`src/pqt_gap_note_unused.sv`:
```
`default_nettype none
`default_nettype wire

```
`src/pqt_pkg.sv`:
```
`default_nettype none

package pqt_pkg;

  localparam int unsigned PORTS  = 3;
  localparam int unsigned CTRL_W = 8;
  localparam int unsigned ADDR_W = 8;
  localparam int unsigned PRIO_W = 3;
  localparam int unsigned VID_W  = 12;
  localparam int unsigned PID_W  = 2;

  // Byte addresses of the per-port control registers
  localparam logic [ADDR_W-1:0] PORT1_OFF = 8'h10;
  localparam logic [ADDR_W-1:0] PORT2_OFF = 8'h20;
  localparam logic [ADDR_W-1:0] PORT3_OFF = 8'h30;
  localparam logic [PORTS-1:0][ADDR_W-1:0] PORT_OFF = {PORT3_OFF, PORT2_OFF, PORT1_OFF};

  // Port numbers carried with a packet
  localparam logic [PID_W-1:0] PORT1_ID = 2'h1;
  localparam logic [PID_W-1:0] PORT2_ID = 2'h2;
  localparam logic [PID_W-1:0] PORT3_ID = 2'h3;

  // Field positions, identical for every port
  localparam int unsigned BIT_STORM    = 7;
  localparam int unsigned BIT_DSCP     = 6;
  localparam int unsigned BIT_VPRIO    = 5;
  localparam int unsigned BIT_PORT_HI  = 4;
  localparam int unsigned BIT_CEILING  = 3;
  localparam int unsigned BIT_TAG_ADD  = 2;
  localparam int unsigned BIT_TAG_STRP = 1;
  localparam int unsigned BIT_DUAL_Q   = 0;

  localparam logic [CTRL_W-1:0] CTRL_RST = 8'h00;
  localparam logic [CTRL_W-1:0] RD_UNMAPPED = 8'h00;

  // Strap handling: two synchroniser stages, then one load edge on settled data
  localparam int unsigned SYNC_STAGES       = 2;
  localparam int unsigned STRAP_LOAD_CYCLES = SYNC_STAGES + 1;
  localparam int unsigned STRAP_CNT_W       = 2;
  localparam logic [STRAP_CNT_W-1:0] STRAP_CNT_INIT = STRAP_CNT_W'(STRAP_LOAD_CYCLES);
  localparam logic [STRAP_CNT_W-1:0] STRAP_CNT_DONE = 2'h0;
  localparam logic [STRAP_CNT_W-1:0] STRAP_CNT_STEP = 2'h1;

  function automatic logic [CTRL_W-1:0] pqt_strap_word(input logic vprio,
                                                       input logic port_hi,
                                                       input logic tag_add,
                                                       input logic tag_strip,
                                                       input logic dual_q);
    logic [CTRL_W-1:0] w;
    w = CTRL_RST;
    w[BIT_VPRIO]    = vprio;
    w[BIT_PORT_HI]  = port_hi;
    w[BIT_TAG_ADD]  = tag_add;
    w[BIT_TAG_STRP] = tag_strip;
    w[BIT_DUAL_Q]   = dual_q;
    return w;
  endfunction

endpackage

`default_nettype wire

```
`src/pqt_cfg_if.sv`:
```
`default_nettype none

interface pqt_cfg_if;
  logic [pqt_pkg::CTRL_W-1:0] ctrl;
  modport src (output ctrl);
  modport dst (input ctrl);
endinterface

`default_nettype wire

```
`src/pqt_port_reg.sv`:
```
`default_nettype none

module pqt_port_reg (
  input  wire logic                       clk_i,
  input  wire logic                       rst_i,
  input  wire logic                       strap_load_i,
  input  wire logic [pqt_pkg::CTRL_W-1:0] strap_i,
  input  wire logic                       wr_i,
  input  wire logic [pqt_pkg::CTRL_W-1:0] wdata_i,
  pqt_cfg_if.src                          cfg
);
  import pqt_pkg::*;

  logic [CTRL_W-1:0] ctrl_r;
  logic [CTRL_W-1:0] ctrl_nxt;

  // Strap loading owns the register until it ends; writes then are dropped
  assign ctrl_nxt = strap_load_i ? strap_i : (wr_i ? wdata_i : ctrl_r);

  always_ff @(posedge clk_i or posedge rst_i) begin
    if (rst_i) begin
      ctrl_r <= CTRL_RST;
    end else begin
      ctrl_r <= ctrl_nxt;
    end
  end

  assign cfg.ctrl = ctrl_r;

endmodule // pqt_port_reg

`default_nettype wire

```
`src/pqt_pkt_policy.sv`:
```
`default_nettype none

module pqt_pkt_policy (
  input  wire logic                      clk_i,
  input  wire logic                      rst_i,
  input  wire logic                      pkt_valid_i,
  input  wire logic                      pkt_tagged_i,
  input  wire logic                      pkt_broadcast_i,
  input  wire logic [pqt_pkg::PRIO_W-1:0] pkt_user_prio_i,
  input  wire logic                      pkt_dscp_hit_i,
  input  wire logic                      pkt_dscp_high_i,
  input  wire logic                      pkt_vprio_high_i,
  input  wire logic [pqt_pkg::PRIO_W-1:0] def_prio_i,
  input  wire logic [pqt_pkg::VID_W-1:0]  ing_vid_i,
  pqt_cfg_if.dst                         ing_cfg,
  pqt_cfg_if.dst                         egr_cfg,
  output logic                           res_valid_o,
  output logic                           storm_check_o,
  output logic                           prio_high_o,
  output logic [pqt_pkg::PRIO_W-1:0]     user_prio_o,
  output logic                           tag_add_o,
  output logic                           tag_strip_o,
  output logic [pqt_pkg::VID_W-1:0]      tag_vid_o,
  output logic                           queue_high_o
);
  import pqt_pkg::*;

  wire               dscp_used  = ing_cfg.ctrl[BIT_DSCP] & pkt_dscp_hit_i;
  wire               vprio_used = ing_cfg.ctrl[BIT_VPRIO] & pkt_tagged_i;
  wire               class_hit  = dscp_used | vprio_used;
  // Either classifier's high result wins over the port default
  wire               class_high = (dscp_used & pkt_dscp_high_i) |
                                  (vprio_used & pkt_vprio_high_i);
  wire               high       = class_hit ? class_high : ing_cfg.ctrl[BIT_PORT_HI];
  wire               ceil_hit   = ing_cfg.ctrl[BIT_CEILING] & pkt_tagged_i &
                                  (pkt_user_prio_i > def_prio_i);
  wire [PRIO_W-1:0]  prio_out   = ceil_hit ? def_prio_i : pkt_user_prio_i;
  wire               add_tag    = egr_cfg.ctrl[BIT_TAG_ADD] & ~pkt_tagged_i;
  wire               strip_tag  = egr_cfg.ctrl[BIT_TAG_STRP] & pkt_tagged_i;
  // Single queue ignores the class even though it was computed
  wire               q_high     = egr_cfg.ctrl[BIT_DUAL_Q] & high;

  always_ff @(posedge clk_i or posedge rst_i) begin
    if (rst_i) begin
      res_valid_o   <= 1'b0;
      storm_check_o <= 1'b0;
      prio_high_o   <= 1'b0;
      user_prio_o   <= '0;
      tag_add_o     <= 1'b0;
      tag_strip_o   <= 1'b0;
      tag_vid_o     <= '0;
      queue_high_o  <= 1'b0;
    end else begin
      res_valid_o <= pkt_valid_i;
      if (pkt_valid_i) begin
        storm_check_o <= ing_cfg.ctrl[BIT_STORM] & pkt_broadcast_i;
        prio_high_o   <= high;
        user_prio_o   <= prio_out;
        tag_add_o     <= add_tag;
        tag_strip_o   <= strip_tag;
        tag_vid_o     <= ing_vid_i;
        queue_high_o  <= q_high;
      end
    end
  end

endmodule // pqt_pkt_policy

`default_nettype wire

```
`src/port_qos_tag_control.sv`:
```
`default_nettype none

module port_qos_tag_control (
  input  wire logic                               clk_i,
  input  wire logic                               rst_i,
  // Register access
  input  wire logic [pqt_pkg::ADDR_W-1:0]         reg_addr_i,
  input  wire logic                               reg_wr_i,
  input  wire logic [pqt_pkg::CTRL_W-1:0]         reg_wdata_i,
  input  wire logic                               reg_rd_i,
  output logic [pqt_pkg::CTRL_W-1:0]              reg_rdata_o,
  output logic                                    reg_rvalid_o,
  output logic                                    reg_busy_o,
  // Strap pins
  input  wire logic                               first_port_vlan_prio_class_strap,
  input  wire logic                               second_port_vlan_prio_class_strap,
  input  wire logic                               third_port_vlan_prio_class_strap,
  input  wire logic                               first_port_default_high_strap,
  input  wire logic                               second_port_default_high_strap,
  input  wire logic                               third_port_default_high_strap,
  input  wire logic                               first_port_tag_add_strap,
  input  wire logic                               second_port_tag_add_strap,
  input  wire logic                               third_port_tag_add_strap,
  input  wire logic                               first_port_tag_strip_strap,
  input  wire logic                               second_port_tag_strip_strap,
  input  wire logic                               third_port_tag_strip_strap,
  input  wire logic                               first_port_dual_queue_strap,
  input  wire logic                               second_port_dual_queue_strap,
  input  wire logic                               third_port_dual_queue_strap,
  // Per-port default tag fields, held outside this block
  input  wire logic [pqt_pkg::PORTS*pqt_pkg::PRIO_W-1:0] def_user_prio_i,
  input  wire logic [pqt_pkg::PORTS*pqt_pkg::VID_W-1:0]  port_default_vlan_id,
  // Packet decision request
  input  wire logic                               pkt_valid_i,
  input  wire logic [pqt_pkg::PID_W-1:0]          pkt_ingress_i,
  input  wire logic [pqt_pkg::PID_W-1:0]          pkt_egress_i,
  input  wire logic                               pkt_tagged_i,
  input  wire logic                               pkt_broadcast_i,
  input  wire logic [pqt_pkg::PRIO_W-1:0]         pkt_user_prio_i,
  input  wire logic                               pkt_dscp_hit_i,
  input  wire logic                               pkt_dscp_high_i,
  input  wire logic                               pkt_vprio_high_i,
  // Packet decision result
  output logic                                    res_valid_o,
  output logic                                    storm_check_o,
  output logic                                    prio_high_o,
  output logic [pqt_pkg::PRIO_W-1:0]              user_prio_o,
  output logic                                    tag_add_o,
  output logic                                    tag_strip_o,
  output logic [pqt_pkg::VID_W-1:0]               tag_vid_o,
  output logic                                    queue_high_o
);
  import pqt_pkg::*;

  // Strap synchroniser: meta stage feeds only the settled stage
  logic [PORTS-1:0][CTRL_W-1:0] strap_raw;
  logic [PORTS-1:0][CTRL_W-1:0] strap_meta_r;
  logic [PORTS-1:0][CTRL_W-1:0] strap_sync_r;
  logic [STRAP_CNT_W-1:0]       strap_cnt_r;
  logic [STRAP_CNT_W-1:0]       strap_cnt_nxt;
  wire                          strap_load = (strap_cnt_r != STRAP_CNT_DONE);

  // Pins gathered per field; index 0 is the first port
  wire [PORTS-1:0] vp_pins;
  wire [PORTS-1:0] hi_pins;
  wire [PORTS-1:0] ta_pins;
  wire [PORTS-1:0] ts_pins;
  wire [PORTS-1:0] dq_pins;

  assign vp_pins[0] = first_port_vlan_prio_class_strap;
  assign vp_pins[1] = second_port_vlan_prio_class_strap;
  assign vp_pins[2] = third_port_vlan_prio_class_strap;

  assign hi_pins[0] = first_port_default_high_strap;
  assign hi_pins[1] = second_port_default_high_strap;
  assign hi_pins[2] = third_port_default_high_strap;

  assign ta_pins[0] = first_port_tag_add_strap;
  assign ta_pins[1] = second_port_tag_add_strap;
  assign ta_pins[2] = third_port_tag_add_strap;

  assign ts_pins[0] = first_port_tag_strip_strap;
  assign ts_pins[1] = second_port_tag_strip_strap;
  assign ts_pins[2] = third_port_tag_strip_strap;

  assign dq_pins[0] = first_port_dual_queue_strap;
  assign dq_pins[1] = second_port_dual_queue_strap;
  assign dq_pins[2] = third_port_dual_queue_strap;

  // Count down once per edge until the load window closes
  assign strap_cnt_nxt = strap_load ?
                         (strap_cnt_r - STRAP_CNT_STEP) :
                         strap_cnt_r;

  always_ff @(posedge clk_i or posedge rst_i) begin
    if (rst_i) begin
      strap_meta_r <= '0;
    end else begin
      strap_meta_r <= strap_raw;
    end
  end

  always_ff @(posedge clk_i or posedge rst_i) begin
    if (rst_i) begin
      strap_sync_r <= '0;
    end else begin
      strap_sync_r <= strap_meta_r;
    end
  end

  // The last load edge is the first that sees settled strap levels
  always_ff @(posedge clk_i or posedge rst_i) begin
    if (rst_i) begin
      strap_cnt_r <= STRAP_CNT_INIT;
    end else begin
      strap_cnt_r <= strap_cnt_nxt;
    end
  end

  // Software sees the bank as busy while straps are still being caught
  assign reg_busy_o = strap_load;

  pqt_cfg_if port_cfg [PORTS] ();
  logic [PORTS-1:0][CTRL_W-1:0] ctrl_q;
  logic [PORTS-1:0]             addr_hit;
  wire  [PORTS-1:0]             port_wr;

  genvar i;
  generate
    for (i = 0; i < PORTS; i++) begin : g_port
      assign strap_raw[i] = pqt_strap_word(vp_pins[i],
                                           hi_pins[i],
                                           ta_pins[i],
                                           ts_pins[i],
                                           dq_pins[i]);

      assign addr_hit[i]  = (reg_addr_i == PORT_OFF[i]);
      assign port_wr[i]   = reg_wr_i & addr_hit[i];

      assign ctrl_q[i]    = port_cfg[i].ctrl;

      // One register module per port keeps the layout identical
      pqt_port_reg u_reg (
        .clk_i        (clk_i),
        .rst_i        (rst_i),
        .strap_load_i (strap_load),
        .strap_i      (strap_sync_r[i]),
        .wr_i         (port_wr[i]),
        .wdata_i      (reg_wdata_i),
        .cfg          (port_cfg[i])
      );
    end
  endgenerate

  // Read path; unmapped addresses return zero
  wire [CTRL_W-1:0] rd_sel = addr_hit[0] ? ctrl_q[0] :
                             addr_hit[1] ? ctrl_q[1] :
                             addr_hit[2] ? ctrl_q[2] :
                                           RD_UNMAPPED;

  always_ff @(posedge clk_i or posedge rst_i) begin
    if (rst_i) begin
      reg_rvalid_o <= 1'b0;
    end else begin
      reg_rvalid_o <= reg_rd_i;
    end
  end

  // Data holds between reads, so a late sampler still sees the last answer
  always_ff @(posedge clk_i or posedge rst_i) begin
    if (rst_i) begin
      reg_rdata_o <= RD_UNMAPPED;
    end else if (reg_rd_i) begin
      reg_rdata_o <= rd_sel;
    end
  end

  // Port selection for the packet; an illegal port number sees all-zero control
  wire ing1 = (pkt_ingress_i == PORT1_ID);
  wire ing2 = (pkt_ingress_i == PORT2_ID);
  wire ing3 = (pkt_ingress_i == PORT3_ID);

  wire egr1 = (pkt_egress_i == PORT1_ID);
  wire egr2 = (pkt_egress_i == PORT2_ID);
  wire egr3 = (pkt_egress_i == PORT3_ID);

  // Default tag fields of each ingress port
  wire [PRIO_W-1:0] def_prio1 = def_user_prio_i[0*PRIO_W +: PRIO_W];
  wire [PRIO_W-1:0] def_prio2 = def_user_prio_i[1*PRIO_W +: PRIO_W];
  wire [PRIO_W-1:0] def_prio3 = def_user_prio_i[2*PRIO_W +: PRIO_W];
  wire [VID_W-1:0]  def_vid1  = port_default_vlan_id[0*VID_W +: VID_W];
  wire [VID_W-1:0]  def_vid2  = port_default_vlan_id[1*VID_W +: VID_W];
  wire [VID_W-1:0]  def_vid3  = port_default_vlan_id[2*VID_W +: VID_W];

  wire [PRIO_W-1:0] def_prio = ing1 ? def_prio1 :
                               ing2 ? def_prio2 :
                               ing3 ? def_prio3 :
                                      '0;
  wire [VID_W-1:0]  ing_vid  = ing1 ? def_vid1 :
                               ing2 ? def_vid2 :
                               ing3 ? def_vid3 :
                                      '0;

  pqt_cfg_if ing_cfg ();
  pqt_cfg_if egr_cfg ();

  // Ingress control decides class and ceiling; egress control decides tag and queue
  assign ing_cfg.ctrl = ing1 ? ctrl_q[0] :
                        ing2 ? ctrl_q[1] :
                        ing3 ? ctrl_q[2] :
                               CTRL_RST;

  assign egr_cfg.ctrl = egr1 ? ctrl_q[0] :
                        egr2 ? ctrl_q[1] :
                        egr3 ? ctrl_q[2] :
                               CTRL_RST;

  pqt_pkt_policy u_policy (
    .clk_i            (clk_i),
    .rst_i            (rst_i),

    // Packet fields as offered
    .pkt_valid_i      (pkt_valid_i),
    .pkt_tagged_i     (pkt_tagged_i),
    .pkt_broadcast_i  (pkt_broadcast_i),
    .pkt_user_prio_i  (pkt_user_prio_i),
    .pkt_dscp_hit_i   (pkt_dscp_hit_i),
    .pkt_dscp_high_i  (pkt_dscp_high_i),
    .pkt_vprio_high_i (pkt_vprio_high_i),

    // Context of the ports involved
    .def_prio_i       (def_prio),
    .ing_vid_i        (ing_vid),
    .ing_cfg          (ing_cfg),
    .egr_cfg          (egr_cfg),

    // Decision, registered inside
    .res_valid_o      (res_valid_o),
    .storm_check_o    (storm_check_o),
    .prio_high_o      (prio_high_o),
    .user_prio_o      (user_prio_o),
    .tag_add_o        (tag_add_o),
    .tag_strip_o      (tag_strip_o),
    .tag_vid_o        (tag_vid_o),
    .queue_high_o     (queue_high_o)
  );

endmodule // port_qos_tag_control

`default_nettype wire

```
`config.mk`:
```
export PLATFORM = sky130hd
export DESIGN_NAME = port_qos_tag_control
export DESIGN_NICKNAME = d
export VERILOG_FILES = /design/src/pqt_gap_note_unused.sv /design/src/pqt_pkg.sv /design/src/pqt_cfg_if.sv /design/src/pqt_port_reg.sv /design/src/pqt_pkt_policy.sv /design/src/port_qos_tag_control.sv
export SDC_FILE = /design/constraint.sdc
export NUM_CORES = 1
export LEC_CHECK = 0
export BUFFER_PORTS_ARGS = -buffer_cell sky130_fd_sc_hd__buf_2
export CORE_UTILIZATION = 51
export DETAILED_ROUTE_END_ITERATION = 10
export GPL_TIMING_DRIVEN = 0
export PLACE_DENSITY_LB_ADDON = 0.12
export REMOVE_ABC_BUFFERS = 1
export SYNTH_ARGS = -nofsm -noshare
export SYNTH_HDL_FRONTEND = slang
export SYNTH_SLANG_ARGS = --single-unit
```
`constraint.sdc`:
```
create_clock -name clk_i -period 3.7 [get_ports clk_i]
set_clock_uncertainty 0.2 [all_clocks]
set_input_delay 0.37 -clock clk_i [delete_from_list [all_inputs] [get_ports clk_i]]
set_output_delay 0.37 -clock clk_i [all_outputs]
set_load 0.01 [all_outputs]
```
* Word-level counts from Yosys, hierarchy flattened *
Index checks and enable logic that the tools add are counted.

storage, ports and cells
  register bits after elaboration = 86
  bits of input ports = 93
  output and inout bits = 31

cells by class
  add/sub/neg operators = 1
  magnitude comparators = 1
  eq/ne operators = 9
  muxes and demuxes = 23
  bitwise gates (word level) = 16
  reduce and logical (&&, ||, !) cells = 4

operators with widths
  kind                                               count
  2-to-1 mux 8 bit                                   12
  2-to-1 mux 12 bit                                  3
  2-to-1 mux 3 bit                                   7
  == test 8 x 6 -> 1 bit (second input constant)     2
  AND 1 bit                                          13
  == test 2 bit (second input constant)              4
  == test 8 x 5 -> 1 bit (second input constant)     1
  nonzero test 2 bit                                 4
  == test 2 x 1 -> 1 bit (second input constant)     2
  greater-than comparator 3 bit                      1
  bitwise OR 1 bit                                   2
  subtractor 2 x 1 -> 2 bit (second input constant)  1
  2-to-1 mux 1 bit                                   1
  NOT 1 bit                                          1

* Longest topological paths before layout *
  word-level depth = 9
  depth in mapped cells = 8
  mapped depth without buffers = 7

* By module *
Synthesis repeated with hierarchy kept, for this count alone.

unflattened totals
  cells, all modules = 351
  area, all modules = 4167.7 um2

modules (own cells, without submodules)
  module                instances  cells each  area each (um2)
  port_qos_tag_control  1          167         2082.0
  pqt_port_reg          3          35          376.6
  pqt_pkt_policy        1          79          955.9

* Worst setup path after synthesis *
No wires, ideal clock.

  path type = in2reg
  start point = in pkt_ingress_i[1] (netlist bit)
  end point = reg u_policy.user_prio_o[1] (netlist bit)
  arrival time = 2.123 ns
  path slack = 1.251 ns
  stages = 8
  buffers on the path = 1
  path through = buf_6 mux2_2 a22o_1 ha_1 and3_1 a211oi_1 a21oi_1 a221o_1

on the way
  cells in the longest elaborated chain, start to end = 7

RTL lines
  what                                                               RTL line                                                  RTL
  start: declaration                                                 port_qos_tag_control.sv:35                                input wire logic [pqt_pkg::PID_W-1:0] pkt_ingress_i,
  == test 2 bit                                                      port_qos_tag_control.sv:181                               wire ing3 = (pkt_ingress_i == PORT3_ID);
  2-to-1 mux 3 bit / 2-to-1 mux 8 bit (equally long branches)        port_qos_tag_control.sv:197, port_qos_tag_control.sv:210
  2-to-1 mux 3 bit / 2-to-1 mux 8 bit (equally long branches)        port_qos_tag_control.sv:196, port_qos_tag_control.sv:209
  2-to-1 mux 3 bit / 2-to-1 mux 8 bit (equally long branches)        port_qos_tag_control.sv:195, port_qos_tag_control.sv:208
  greater-than comparator 3 bit / AND 1 bit (equally long branches)  pqt_pkt_policy.sv:36, pqt_pkt_policy.sv:35
  AND 1 bit                                                          pqt_pkt_policy.sv:35                                      wire ceil_hit = ing_cfg.ctrl[BIT_CEILING] & pkt_tagged_i &
  2-to-1 mux 3 bit (*)                                               pqt_pkt_policy.sv:37                                      wire [PRIO_W-1:0] prio_out = ceil_hit ? def_prio_i : pkt_user_prio_i;
  end signal: assignment                                             pqt_pkt_policy.sv:58                                      user_prio_o <= prio_out;
  end: declaration                                                   pqt_pkt_policy.sv:20                                      output logic [pqt_pkg::PRIO_W-1:0] user_prio_o,

Mark *: on every way between the ends. The rest lies on a longest branch, timed or not.
A chain may end at the register's enable or synchronous reset.

* Final worst setup path *
  start point = reg strap_cnt_r[1]
  end point = out reg_busy_o

on the way
  cells in the longest elaborated chain, start to end = 1

RTL lines
  what                      RTL line                     RTL
  start: declaration        port_qos_tag_control.sv:59   logic [STRAP_CNT_W-1:0] strap_cnt_r;
  start signal: assignment  port_qos_tag_control.sv:116  strap_cnt_r <= strap_cnt_nxt;
  nonzero test 2 bit        port_qos_tag_control.sv:61   wire strap_load = (strap_cnt_r != STRAP_CNT_DONE);
  end: declaration          port_qos_tag_control.sv:13   output logic reg_busy_o,

Every way passes these cells.

==> impl_metrics.py <==
metrics = {
    "power": {
        "swShare_pct": 26.7,
        "p_comb_share_pct": 14.7,
        "power_density_nw_per_um2": 391,
        "p_seq_share_pct": 53.7,
        "netSwitchingPower_mw": 0.507,
        "ir_worst_vdd_mv": 0.256,
        "power_leakage_nw": 2.37,
        "internal_power_mw": 1.39,
        "clock_power_share_pct": 31.6,
    },
    "synthesis": {
        "ys_ff_latch": 86,
        "synth_area_leaders": "dfrtp_1 (54%), mux2_2 (5.8%), nor2_1 (5.3%), mux2i_1 (5.2%), a221oi_1 (2.9%)",
        "avgSynthCellArea_um2": 11.0,
        "synthDistinctLibCells": 46,
        "synth_seq_area_share_pct": 55.7,
        "ys_warn_count": 0,
        "syn_inst": 352,
        "synth-edff-count": 0,
        "ys.flop_type": "dfrtp_1",
        "synth_area_um2": 3870,
        "async_flop_share_pct": 100,
        "yosys.area.top_type": "dfrtp_1",
        "yosysTopAreaCellShare_pct": 54.3,
    },
    "sta": {
        "slew_headroom_pct": 12.7,
        "hold_viol": 0,
        "finalCriticalPeriod_ps": 3010,
        "rsz0062_at_grt": "no",
        "tightestPinTransition_ps": 1310,
        "setup_viol": 0,
        "max_freq_mhz": 333,
        "slew_viol_final": 0,
        "period_share_pct": 81.3,
    },
    "clock_network": {
        "cts_tree": "yes",
        "cts-buffers-inserted": 9,
        "cts_root_buf": "clkbuf_8",
        "clock_latency_ps": 360,
        "clk_pin_slew_worst_paths_ps": 90,
        "cts.sinks": 86,
        "cts.htree.levels": 3,
        "cts_resized": 0,
        "clk_path_buf_depth": 2,
    },
    "worst_hold_path": {
        "hold_depth": 1,
        "min_to": "reg_rvalid_o$_DFF_PP0_",
        "worst_hold_startpoint": "reg_rd_i",
        "hold_path_class": "input pin to register",
    },
    "global_route": {
        "gr-usage-met2_pct": 37.1,
        "grt.total_usage_pct": 22.9,
        "antenna_found_initial": 0,
        "grt_pass1_vias": 2834,
        "grt_use_met1_pct": 30.0,
        "grt_util_met3_pct": 5.08,
        "grt-ovfl-total": 0,
        "grt_pass1_wl_um": 13400,
        "grt_max_degree": 62,
        "grt.busiest_layer": "met2",
    },
    "setup_path": {
        "reg2reg_to": "g_port[2].u_reg.cfg.ctrl[1]$_DFFE_PP0P_",
        "startpoint_type": "register",
        "required_ps": 3130,
        "r2r_setup_slack_ps": 1210,
        "critPathCaptureType": "output port",
        "reg2reg_depth": 5,
        "r2r-start": "strap_cnt_r[1]$_DFFE_PP1N_",
        "critPathKind": "register to output port",
        "cp_max_fo": 36,
        "crit_arrival_ps": 2440,
    },
    "detailed_routing": {
        "drt-initial-drc-count": 191,
        "drcViolationCount": 0,
        "via_per_inst": 5.44,
        "wl_per_cell_um": 15.2,
        "antenna_left": 0,
        "firstDrtPassIters": 4,
        "vias": 3181,
        "routed_wl_um": 8900,
    },
    "run_status": {
        "status": "finished clean",
    },
    "layout": {
        "final_cell_mix": "buf_2 (123), dfrtp_1 (84), nor2_1 (55)",
        "final_common_cell": "buf_2",
        "drive_gt1_share_pct": 35.6,
        "diodes": 0,
        "final_core_util_pct": 66.7,
        "nets": 578,
        "area_growth_pct": 25.7,
        "fin_cells": 585,
    },
    "placed_design": {
        "placed_cells_incl_taps": 553,
        "port_buffers": 123,
        "place.detailed.hpwl_um": 6020,
        "gp_congestion": 0.779,
    },
    "die": {
        "rows": 31,
        "coreArea_um2": 7290,
        "die_x_um": 89.1,
        "die_area_um2": 7940,
        "num_io_pins": 124,
        "die-height_um": 89.1,
        "start_util_pct": 53.1,
    },
    "run": {
        "drv_cap": 0,
    },
}
-- cell type report --
class / count / area, um^2
fill: 636 / 2430
timing repair buffer: 140 / 803
multi-input combinational: 226 / 1540
clock inverter: 5 / 33.8
sequential: 86 / 2150
tap: 99 / 124
inverter: 18 / 70.1
clock buffer: 11 / 141
-- how the worst max path moves through the flow --
stage,startpoint,cells past startpoint,end,slack [ps]
6_report,strap_cnt_r[1]$_DFFE_PP1N_,4,reg_busy_o,690
2_1_floorplan,rst_i,1,g_port[0].u_reg.cfg.ctrl[0]$_DFFE_PP0P_,910
5_1_grt,strap_cnt_r[1]$_DFFE_PP1N_,4,reg_busy_o,570
3_5_place_dp,pkt_ingress_i[1],8,u_policy.user_prio_o[2]$_DFFE_PP0P_,400
4_1_cts,strap_cnt_r[1]$_DFFE_PP1N_,4,reg_busy_o,730
3_3_place_gp,rst_i,2,strap_sync_r[1]$_DFF_PP0_,-30
-- per-stage QoR --
stage	setup WS [ps]	cell area (um^2)	setup TNS, ps	total power, mW	hold slack [ps]
6_report	693	4870	0	1.90	36.7
5_1_grt	567	4870	0	1.99	31.5
4_1_cts	733	4870	0	1.91	23.9
3_5_place_dp	400	4530	0	1.31	135
3_3_place_gp	-25.4	4500	-1750	1.30	132
2_1_floorplan	911	3760	0	1.18	131
-- logic make-up after synthesis --
family / share of synthesized area [%]
AOI/OAI and AO/OA: 15.7
and+or+nand+nor: 10.4
DFF: 55.7
muxes: 12.2
buffers and inverters: 4.59
adders and majority gates: 1.29
xor gates and xnor gates: 0.226
-- layer usage --
metal	vias to the layer above	part of all wire (%)
met4	0	1.2
li1	1522	-
met1	1550	43
met5	-	0
met3	10	5.9
met2	99	50
-- cells in the mapped netlist (3+ instances only) --
library cell and instances:
nand2_1 15, clkbuf_1 13, mux2_2 20, mux2_4 3, nor2_1 55, inv_1 16, a22o_1 3, nand3_1 6
a22oi_1 4, o211ai_1 4, mux2i_1 20, nor2b_1 3, ha_1 4, dfrtp_1 84, a21oi_1 22, o21ai_1 3
a31oi_1 10, o21ai_0 10, a221oi_1 13, buf_2 4, o22ai_1 8
-- timing repair --
item                      CTS  global route
hold buffers               16             0
hold endpoints to repair   40             0
setup buffers               0             0
-- worst max-delay path: stages (launching register included) --
cell and delay [ps]:
dfstp_2 370, inv_1 60, ha_1 1020, inv_2 350, buf_2 250
-- sequential cells by signal (all words and copies together), names as in the netlist, 2 cells and up --
register               count
g_port.u_reg.cfg.ctrl     24
strap_meta_r              15
strap_sync_r              15
u_policy.tag_vid_o        12
reg_rdata_o                8
u_policy.user_prio_o       3
strap_cnt_r                2
-- power groups by stage --
stage / Combinational (mW) / Clock, mW / Sequential (mW)
after global routing: 0.310 / 0.648 / 1.03
after floorplan: 0.128 / 0 / 1.05
after CTS: 0.281 / 0.607 / 1.02
final: 0.279 / 0.600 / 1.02
after detailed placement: 0.268 / 0 / 1.04
after global placement: 0.258 / 0 / 1.04
No activity file was read; power rests on OpenSTA's default activity.
